$ cat src/hw/bit_accum_pkg.sv
// package of constants and types for the single-bit accumulator datapath
// assumes one core clock domain and a sequencer that issues one operation at a time
//
// Behaviour
// - one accumulator bit, source and destination
// - force high selector sets accumulator
// - force low selector clears accumulator
// - force complement selector inverts accumulator
// - force status selector copies chosen status flag
// - operands are one-bit states of any resource
// - load copies operand state into accumulator
// - and combines accumulator with operand
// - or combines accumulator with operand
// - xor combines accumulator with operand
// - output copy writes accumulator, accumulator unchanged
// - inverted variants invert operand before function
// - edge detect keeps high only on rise
// - set and clear act only when accumulator high
// - four status flags positive negative zero error
package bit_accum_pkg;

  // ****************************************
  // operation codes
  // ****************************************
  typedef enum logic [3:0] {
    op_nop,
    accumulator_force_op,
    load_high_op,
    load_inverted_op,
    and_high_op,
    and_inverted_op,
    or_high_op,
    or_inverted_op,
    xor_op,
    output_copy_op,
    edge_detect_op,
    conditional_set_op,
    conditional_clear_op,
    conditional_invert_op
  } bit_op_t;

  // ****************************************
  // force selectors
  // ****************************************
  typedef enum logic [2:0] {
    sel_high,
    sel_low,
    sel_complement,
    sel_positive,
    sel_negative,
    sel_zero,
    sel_error
  } force_sel_t;

  localparam logic ACCU_RESET = 1'h0;
  localparam int   STATUS_W   = 4;
  localparam int   POS_BIT    = 0;
  localparam int   NEG_BIT    = 1;
  localparam int   ZERO_BIT   = 2;
  localparam int   ERR_BIT    = 3;

endpackage

$ cat src/hw/bit_logic_unit.sv
// combinational one-bit function unit for the accumulator datapath
// assumes operand already inverted or not by the caller
`timescale 1ns/100ps
module bit_logic_unit (
  // operation and inputs
  input  wire bit_accum_pkg::bit_op_t op,
  input  wire logic                   accu,
  input  wire logic                   operand,
  input  wire logic                   edge_mem,
  // result
  output logic                        accu_next,
  output logic                        keep_accu
);

  always_comb begin
    accu_next = accu;
    keep_accu = 1'h0;
    case (op)
      bit_accum_pkg::load_high_op,
      bit_accum_pkg::load_inverted_op: accu_next = operand;
      bit_accum_pkg::and_high_op,
      bit_accum_pkg::and_inverted_op:  accu_next = accu & operand;
      bit_accum_pkg::or_high_op,
      bit_accum_pkg::or_inverted_op:   accu_next = accu | operand;
      bit_accum_pkg::xor_op:           accu_next = accu ^ operand;
      bit_accum_pkg::edge_detect_op:   accu_next = accu & ~edge_mem;
      default:                         keep_accu = 1'h1;
    endcase
  end

endmodule

$ cat src/hw/bit_accumulator.sv
// single-bit accumulator datapath of the controller core
// assumes the sequencer presents op with operand state and edge flag state in the same cycle
`timescale 1ns/100ps
module bit_accumulator (
  // clock and reset
  input  wire logic                       core_clk,
  input  wire logic                       rst_n,
  // operation from sequencer
  input  wire logic                       op_valid,
  input  wire bit_accum_pkg::bit_op_t     op,
  input  wire bit_accum_pkg::force_sel_t  force_sel,
  input  wire logic                       operand_state,
  input  wire logic                       edge_flag_state,
  input  wire logic [3:0]                 status_flags,
  // results
  output logic                            accu,
  output logic                            wr_en,
  output logic                            wr_value,
  output logic                            edge_flag_wr_en,
  output logic                            edge_flag_value
);

  typedef struct packed {
    logic accu;
    logic wr_en;
    logic wr_value;
    logic edge_en;
    logic edge_val;
  } state_t;

  state_t s_q;
  state_t s_d;
  logic   inv_op;
  logic   eff_operand;
  logic   alu_next;
  logic   alu_keep;

  // ****************************************
  // operand conditioning
  // ****************************************
  assign inv_op = (op == bit_accum_pkg::load_inverted_op) ||
                  (op == bit_accum_pkg::and_inverted_op) ||
                  (op == bit_accum_pkg::or_inverted_op);
  assign eff_operand = operand_state ^ inv_op;

  bit_logic_unit u_unit (
    .op        (op),
    .accu      (s_q.accu),
    .operand   (eff_operand),
    .edge_mem  (edge_flag_state),
    .accu_next (alu_next),
    .keep_accu (alu_keep)
  );

  // ****************************************
  // next state
  // ****************************************
  always_comb begin
    s_d          = s_q;
    s_d.wr_en    = 1'h0;
    s_d.edge_en  = 1'h0;
    if (op_valid) begin
      if (!alu_keep) begin
        s_d.accu = alu_next;
      end
      case (op)
        bit_accum_pkg::accumulator_force_op: begin
          case (force_sel)
            bit_accum_pkg::sel_high:       s_d.accu = 1'h1;
            bit_accum_pkg::sel_low:        s_d.accu = 1'h0;
            bit_accum_pkg::sel_complement: s_d.accu = ~s_q.accu;
            bit_accum_pkg::sel_positive:
              s_d.accu = status_flags[bit_accum_pkg::POS_BIT];
            bit_accum_pkg::sel_negative:
              s_d.accu = status_flags[bit_accum_pkg::NEG_BIT];
            bit_accum_pkg::sel_zero:
              s_d.accu = status_flags[bit_accum_pkg::ZERO_BIT];
            bit_accum_pkg::sel_error:
              s_d.accu = status_flags[bit_accum_pkg::ERR_BIT];
            default:                       s_d.accu = s_q.accu;
          endcase
        end
        bit_accum_pkg::output_copy_op: begin
          s_d.wr_en    = 1'h1;
          s_d.wr_value = s_q.accu;
        end
        bit_accum_pkg::conditional_set_op: begin
          s_d.wr_en    = s_q.accu;
          s_d.wr_value = 1'h1;
        end
        bit_accum_pkg::conditional_clear_op: begin
          s_d.wr_en    = s_q.accu;
          s_d.wr_value = 1'h0;
        end
        bit_accum_pkg::conditional_invert_op: begin
          s_d.wr_en    = s_q.accu;
          s_d.wr_value = ~operand_state;
        end
        bit_accum_pkg::edge_detect_op: begin
          s_d.edge_en  = 1'h1;
          s_d.edge_val = s_q.accu;
        end
        default: begin
          s_d.wr_en    = 1'h0;
        end
      endcase
    end
  end

  always_ff @(posedge core_clk) begin
    if (!rst_n) begin
      s_q <= '{accu: bit_accum_pkg::ACCU_RESET, default: 1'h0};
    end else begin
      s_q <= s_d;
    end
  end

  assign accu            = s_q.accu;
  assign wr_en           = s_q.wr_en;
  assign wr_value        = s_q.wr_value;
  assign edge_flag_wr_en = s_q.edge_en;
  assign edge_flag_value = s_q.edge_val;
endmodule

$ cat config.mk
export PLATFORM = sky130hd
export DESIGN_NAME = bit_accumulator
export DESIGN_NICKNAME = d
export VERILOG_FILES = /design/src/hw/bit_accum_pkg.sv /design/src/hw/bit_logic_unit.sv /design/src/hw/bit_accumulator.sv
export SDC_FILE = /design/constraint.sdc
export NUM_CORES = 1
export LEC_CHECK = 0
export BUFFER_PORTS_ARGS = -buffer_cell sky130_fd_sc_hd__buf_2
export CAP_MARGIN = 20
export CORE_AREA = 2 2 39 41
export CTS_BUF_LIST = sky130_fd_sc_hd__clkbuf_4 sky130_fd_sc_hd__clkbuf_8
export CTS_CLUSTER_SIZE = 16
export DETAILED_ROUTE_END_ITERATION = 16
export DIE_AREA = 0 0 41 43
export PLACE_DENSITY = 0.67
export RECOVER_POWER = 25
export SLEW_MARGIN = 30
export SYNTH_ARGS = -nofsm -noshare
export SYNTH_HDL_FRONTEND = slang
export SYNTH_SLANG_ARGS = --single-unit
$ cat constraint.sdc
create_clock -name core_clk -period 5.8 [get_ports core_clk]
set_input_delay 1.16 -clock core_clk [delete_from_list [all_inputs] [get_ports core_clk]]
set_output_delay 1.16 -clock core_clk [all_outputs]
set_load 0.02 [all_outputs]
==> flow_summary.ini, run 1 <==
[setup_path]
r2r_end = accu
startpoint_type = input port
crit_path_end_kind = flip-flop
crit_arrival_ns = 2.95
critical_path_required_ns = 5.93
path_max_fanout = 12
worstReg2RegStart = accu
slowest_stage = clkbuf_1
max_stage_delay_ns = 0.38
path_cells = clkbuf_1 -> nor2_4 -> nor3b_1 -> xnor2_1 -> ha_1 -> inv_1 -> o22ai_1 -> a22oi_1 -> a41oi_1 -> a32o_1
crit_type = input port to flip-flop
r2r_cells = 7
regToRegSetupSlack_ns = 4.16

[cts]
cts_buffer_depth = 2
cts_resized = 0
clk_pin_slew_worst_paths_ns = 0.05
numCtsBuffers = 3
tritoncts = yes
cts_root_buf = clkbuf_4
htree_levels = 1
cts_setup_buffers = 0
clk_latency_ns = 0.24
holdBufCountCts = 0
cts.sinks = 5

[grt]
grt_usage = 0.1426
grt_pass1_vias = 420
antenna_found_initial = 0
grt_pass1_wl_um = 1697
gr-total-overflow = 0
grt_max_degree = 15

[run]
maxCapViolations = 0

[timing]
fmax_ghz = 0.3541
finClkSkew_ns = 0.005828
drv_slew = 0
grt_setup_unrepaired = false
layout_setup_ws_ns = 2.976
setup_viol = 0
fin_crit_sh = 0.4869
post-route-min-period_ns = 2.824
whs_ns = 0.4850
tns_ns = 0
slew-limit-headroom = 0.6647
worst_slew_pin_slew_ns = 0.5030
finalHoldViolations = 0

[yosys]
synth_seq_cells = 5
syn_avg_cell_area_um2 = 7.753
synth_cell_types = 31
synth_async_sr_flop_share = 0
netlist_instances = 61
synth_edf_count = 0
synth_seq_area_share = 0.2116
synth-warning-count = 0
syn_area_um2 = 473.0
syn_nets = 78
ys.flop_type = dfxtp_1

[place]
dp_hpwl_um = 818.4
place_ws_ns = 2.921
io_buffer_count = 20
gp_congestion = 0.7507

[drt]
drc = 0
wirelength_um = 1053
drtIter0Drc = 6
vias = 506
wl_met2_um = 526
dr.max_layer_used = met3
via_per_inst = 5.216
avgRoutedWirePerCell_um = 10.86
dr_wl_met3_um = 79
met1_length_um = 448
drtAntennaViolNets = 0
dr.pass1.iters = 3

[finish]
num-fill-cells = 162
layout-drive-gt1-share = 0.3086
diodes = 0
syn2layout_area_growth_pct = 23.54
nets = 99
multi_input_area_um2 = 320.3
ff_latch_area_um2 = 100.1

[floorplan]
die_w_um = 41
io_pins = 21
die_area_um2 = 1763
rows = 14
initial_core_util = 0.3418
coreArea_um2 = 1384
fp.dieH_um = 43

[power]
p_leak_uw = 0.0002695
peakVddDrop_uv = 143.7
cellPowerDensity_nw_per_um2 = 186.7

[min_path]
whs_endpoint = edge_flag_value
whs_path_depth = 2
hold_path.class = flip-flop to flip-flop
hp-start = edge_flag_value

[outcome]
status = finished, final reports clean
==> power breakdown <==
| group | switching, uW | internal [uW] | total (uW) |
|---|---|---|---|
| registers | 1.08 | 35.3 | 36.4 |
| logic | 15.7 | 12.3 | 28.0 |
| clock network | 14.0 | 30.7 | 44.6 |
==> cells in the mapped netlist (all sizes together) (2+ instances only) <==
cell	number	area, um2
o21ai	6	30.02
nor3b	2	20.02
nand2	7	26.28
buf	4	37.53
inv	4	15.01
a31oi	2	12.51
nand3	3	15.01
mux2i	4	40.04
nand3b	2	15.01
nor2	6	30.03
dfxtp	5	100.1
==> metrics by stage <==
stage                     instance area (um2)  total power (uW)  utilization  cells
after floorplan                         473.0             56.51            -     61
after global placement                  555.5             64.77       0.4014     93
after detailed placement                555.5             65.34       0.4014     93
after CTS                               585.6             111.0       0.4231     97
after global routing                    584.3             118.8       0.4222     97
final                                   584.3             109.1       0.4222     97
==> registers in the layout, summed over array words and instances (netlist names) <==
signal	flops
wr_en	1
accu	1
wr_value	1
edge_flag_value	1
edge_flag_wr_en	1
==> routing by layer <==
metal,GRT usage,up-vias
met5,0,-
met4,0.04667,0
met3,0.07853,0
met2,0.2125,15
met1,0.1672,224
li1,-,267
==> worst max-delay path: cells and delay by family <==
family          cells  cell delay (ns)
simple gates        2             0.34
xor+xnor            1             0.15
compound gates      4             0.62
fa+ha+maj           1             0.25
buf+inv             2             0.44
==> how the worst max path moves through the flow <==
stage                     start   end  slack [ns]  depth (start not counted)
final                     op[1]  accu        2.98                         10
after global routing      op[1]  accu        2.76                         10
after CTS                 op[1]  accu        3.19                         10
after detailed placement  op[1]  accu        2.92                         10
after global placement    op[1]  accu        2.97                         10
after floorplan           op[1]  accu        3.15                         10
==> cell families after synthesis <==
kind of cell / Yosys count / synth area share
compound gates: 16 / 0.2275
xor+xnor: 2 / 0.03704
fa+ha+maj: 1 / 0.02645
buf+inv: 8 / 0.1111
flops: 5 / 0.2116
mux: 4 / 0.08466
simple gates: 25 / 0.3016
==> area by class of cell <==
type	instances	area share
flip-flops and latches	5	0.1713
inverters	4	0.02570
well taps	16	0.03426
clock buffers	4	0.05139
multi-input cells	48	0.5482
repair buffers	20	0.1692
==> layout by cell type (no fill, tap or decap) <==
| cell | n |
|---|---|
| a41oi_1 | 1 |
| or4_1 | 1 |
| inv_1 | 4 |
| dfxtp_1 | 5 |
| o21ai_0 | 5 |
| ha_1 | 1 |
| nor2_4 | 1 |
| nand3b_1 | 2 |
| nand4b_1 | 1 |
| nand3_1 | 3 |
| xnor2_1 | 1 |
| nor3b_2 | 1 |
| a32o_1 | 1 |
| o2111ai_1 | 1 |
| clkbuf_4 | 4 |
| a22o_1 | 1 |
| nand2_1 | 7 |
| xor2_1 | 1 |
| or3b_1 | 1 |
| o22ai_1 | 1 |
| a221o_1 | 1 |
| clkbuf_1 | 1 |
| mux2i_1 | 4 |
| a22oi_1 | 1 |
| o21ai_1 | 1 |
| buf_2 | 19 |
| nand4_1 | 1 |
| nor3b_1 | 1 |
| nor2_1 | 5 |
| a21oi_1 | 1 |
| nor3_1 | 1 |
| a31oi_1 | 2 |
Power figures use the tool's default switching activity.
==> run 2, diff against run 1 <==
- PLACE_DENSITY: 0.67 -> 0.69
- clock period: 5.8 -> 2.3 ns (I/O delays scaled with it)
==> flow_summary.ini, run 2 (synthesis results as in run 1) <==
[outcome]
status = finished, final reports clean

[floorplan]
io_pins = 21
die_area_um2 = 1763
rows = 14
initial_core_util = 0.3418
coreArea_um2 = 1384
fp.dieH_um = 43
die_w_um = 41

[grt]
grt_pass1_vias = 420
gr-total-overflow = 0
grt_usage = 0.1315
antenna_found_initial = 0
grt_max_degree = 14
grt_pass1_wl_um = 1580

[finish]
layout_commonest_cell = buf_2
final_cell_mix = buf_2 (19), nand2_1 (7), o21ai_0 (5), nor2_1 (5), dfxtp_1 (5)
diodes = 0
num-fill-cells = 157
syn2layout_area_growth_pct = 29.10
layout-drive-gt1-share = 0.3294
nets = 103

[setup_path]
crit_path_end_kind = flip-flop
regToRegSetupSlack_ns = 0.64
critical_path_required_ns = 2.44
r2r_cells = 7
slowest_stage = ha_1
r2r_end = accu
path_cells = clkbuf_1 -> nor2_4 -> nor3b_1 -> xnor2_1 -> ha_1 -> inv_1 -> o22ai_1 -> a22oi_1 -> a41oi_1 -> a32o_1
startpoint_type = input port
crit_type = input port to flip-flop
worstReg2RegStart = accu
crit_arrival_ns = 2.02
path_max_fanout = 4
max_stage_delay_ns = 0.25

[drt]
drtAntennaViolNets = 0
via_per_inst = 5.158
drc = 0
vias = 521
wirelength_um = 1033
dr.pass1.iters = 4
drtIter0Drc = 9
avgRoutedWirePerCell_um = 10.23

[min_path]
whs_path_depth = 2
hp-start = edge_flag_value
whs_endpoint = edge_flag_value
hold_path.class = flip-flop to flip-flop

[cts]
holdBufCountCts = 0
cts_buffer_depth = 2
cts_root_buf = clkbuf_4
cts_setup_buffers = 0
htree_levels = 1
numCtsBuffers = 3
cts_resized = 0
clk_latency_ns = 0.25
tritoncts = yes
clk_pin_slew_worst_paths_ns = 0.05
cts.sinks = 5

[run]
maxCapViolations = 0

[timing]
layout_setup_ws_ns = 0.4173
tns_ns = 0
finalHoldViolations = 0
worst_slew_pin_slew_ns = 0.4022
setup_viol = 0
fin_crit_sh = 0.8186
fmax_ghz = 0.5312
whs_ns = 0.4848
finClkSkew_ns = 0.007163
post-route-min-period_ns = 1.883
slew-limit-headroom = 0.7318
drv_slew = 0
grt_setup_unrepaired = false

[place]
io_buffer_count = 20
place_ws_ns = 0.2520
gp_congestion = 0.8001
dp_hpwl_um = 784.3

[power]
cellPowerDensity_nw_per_um2 = 459.7
p_leak_uw = 0.0002851
peakVddDrop_uv = 355.7
==> run 2: cell type report <==
type	count	area, um2	area share
repair buffers	24	125.1	0.2049
well taps	16	20.02	0.03279
multi-input cells	48	320.3	0.5246
flip-flops and latches	5	100.1	0.1639
inverters	4	15.01	0.02459
clock buffers	4	30.03	0.04918
==> run 2: power breakdown <==
part	internal [uW]	switching (uW)	leakage, uW	total [uW]
combinational	34.7	39.7	0.000226	74.3
sequential	89.1	2.91	0.0000404	92.0
clock	77.4	36.9	0.0000184	114
total	201	79.5	0.000285	281
==> run 2: worst max-delay path by stage <==
stage | slack (ns) | startpoint | cells past startpoint | to
2_1_floorplan | 0.35 | op[1] | 10 | accu
5_1_grt | 0.25 | op[1] | 10 | accu
3_5_place_dp | 0.25 | op[1] | 10 | accu
3_3_place_gp | 0.25 | op[1] | 10 | accu
4_1_cts | 0.51 | op[1] | 10 | accu
6_report | 0.42 | op[1] | 10 | accu
==> run 2: metrics by stage <==
step	area [um2]	total power [uW]	util	cells
2_1_floorplan	473.0	142.5	-	61
3_3_place_gp	585.6	167.3	0.4231	97
3_5_place_dp	585.6	169.2	0.4231	97
4_1_cts	615.6	286.6	0.4448	101
5_1_grt	610.6	302.4	0.4412	101
6_report	610.6	280.7	0.4412	101
==> run 2: worst max-delay path: cells and delay by family <==
| family | cells | cell delay, ns |
|---|---|---|
| compound gates | 4 | 0.63 |
| simple gates | 2 | 0.31 |
| fa+ha+maj | 1 | 0.25 |
| buf+inv | 2 | 0.21 |
| xor+xnor | 1 | 0.15 |
==> run 2: metal layers <==
layer / wire (um) / track usage
met2: 500 / 0.2000
met1: 463 / 0.1479
met5: 0 / 0
met4: 0 / 0.04000
met3: 68 / 0.07853
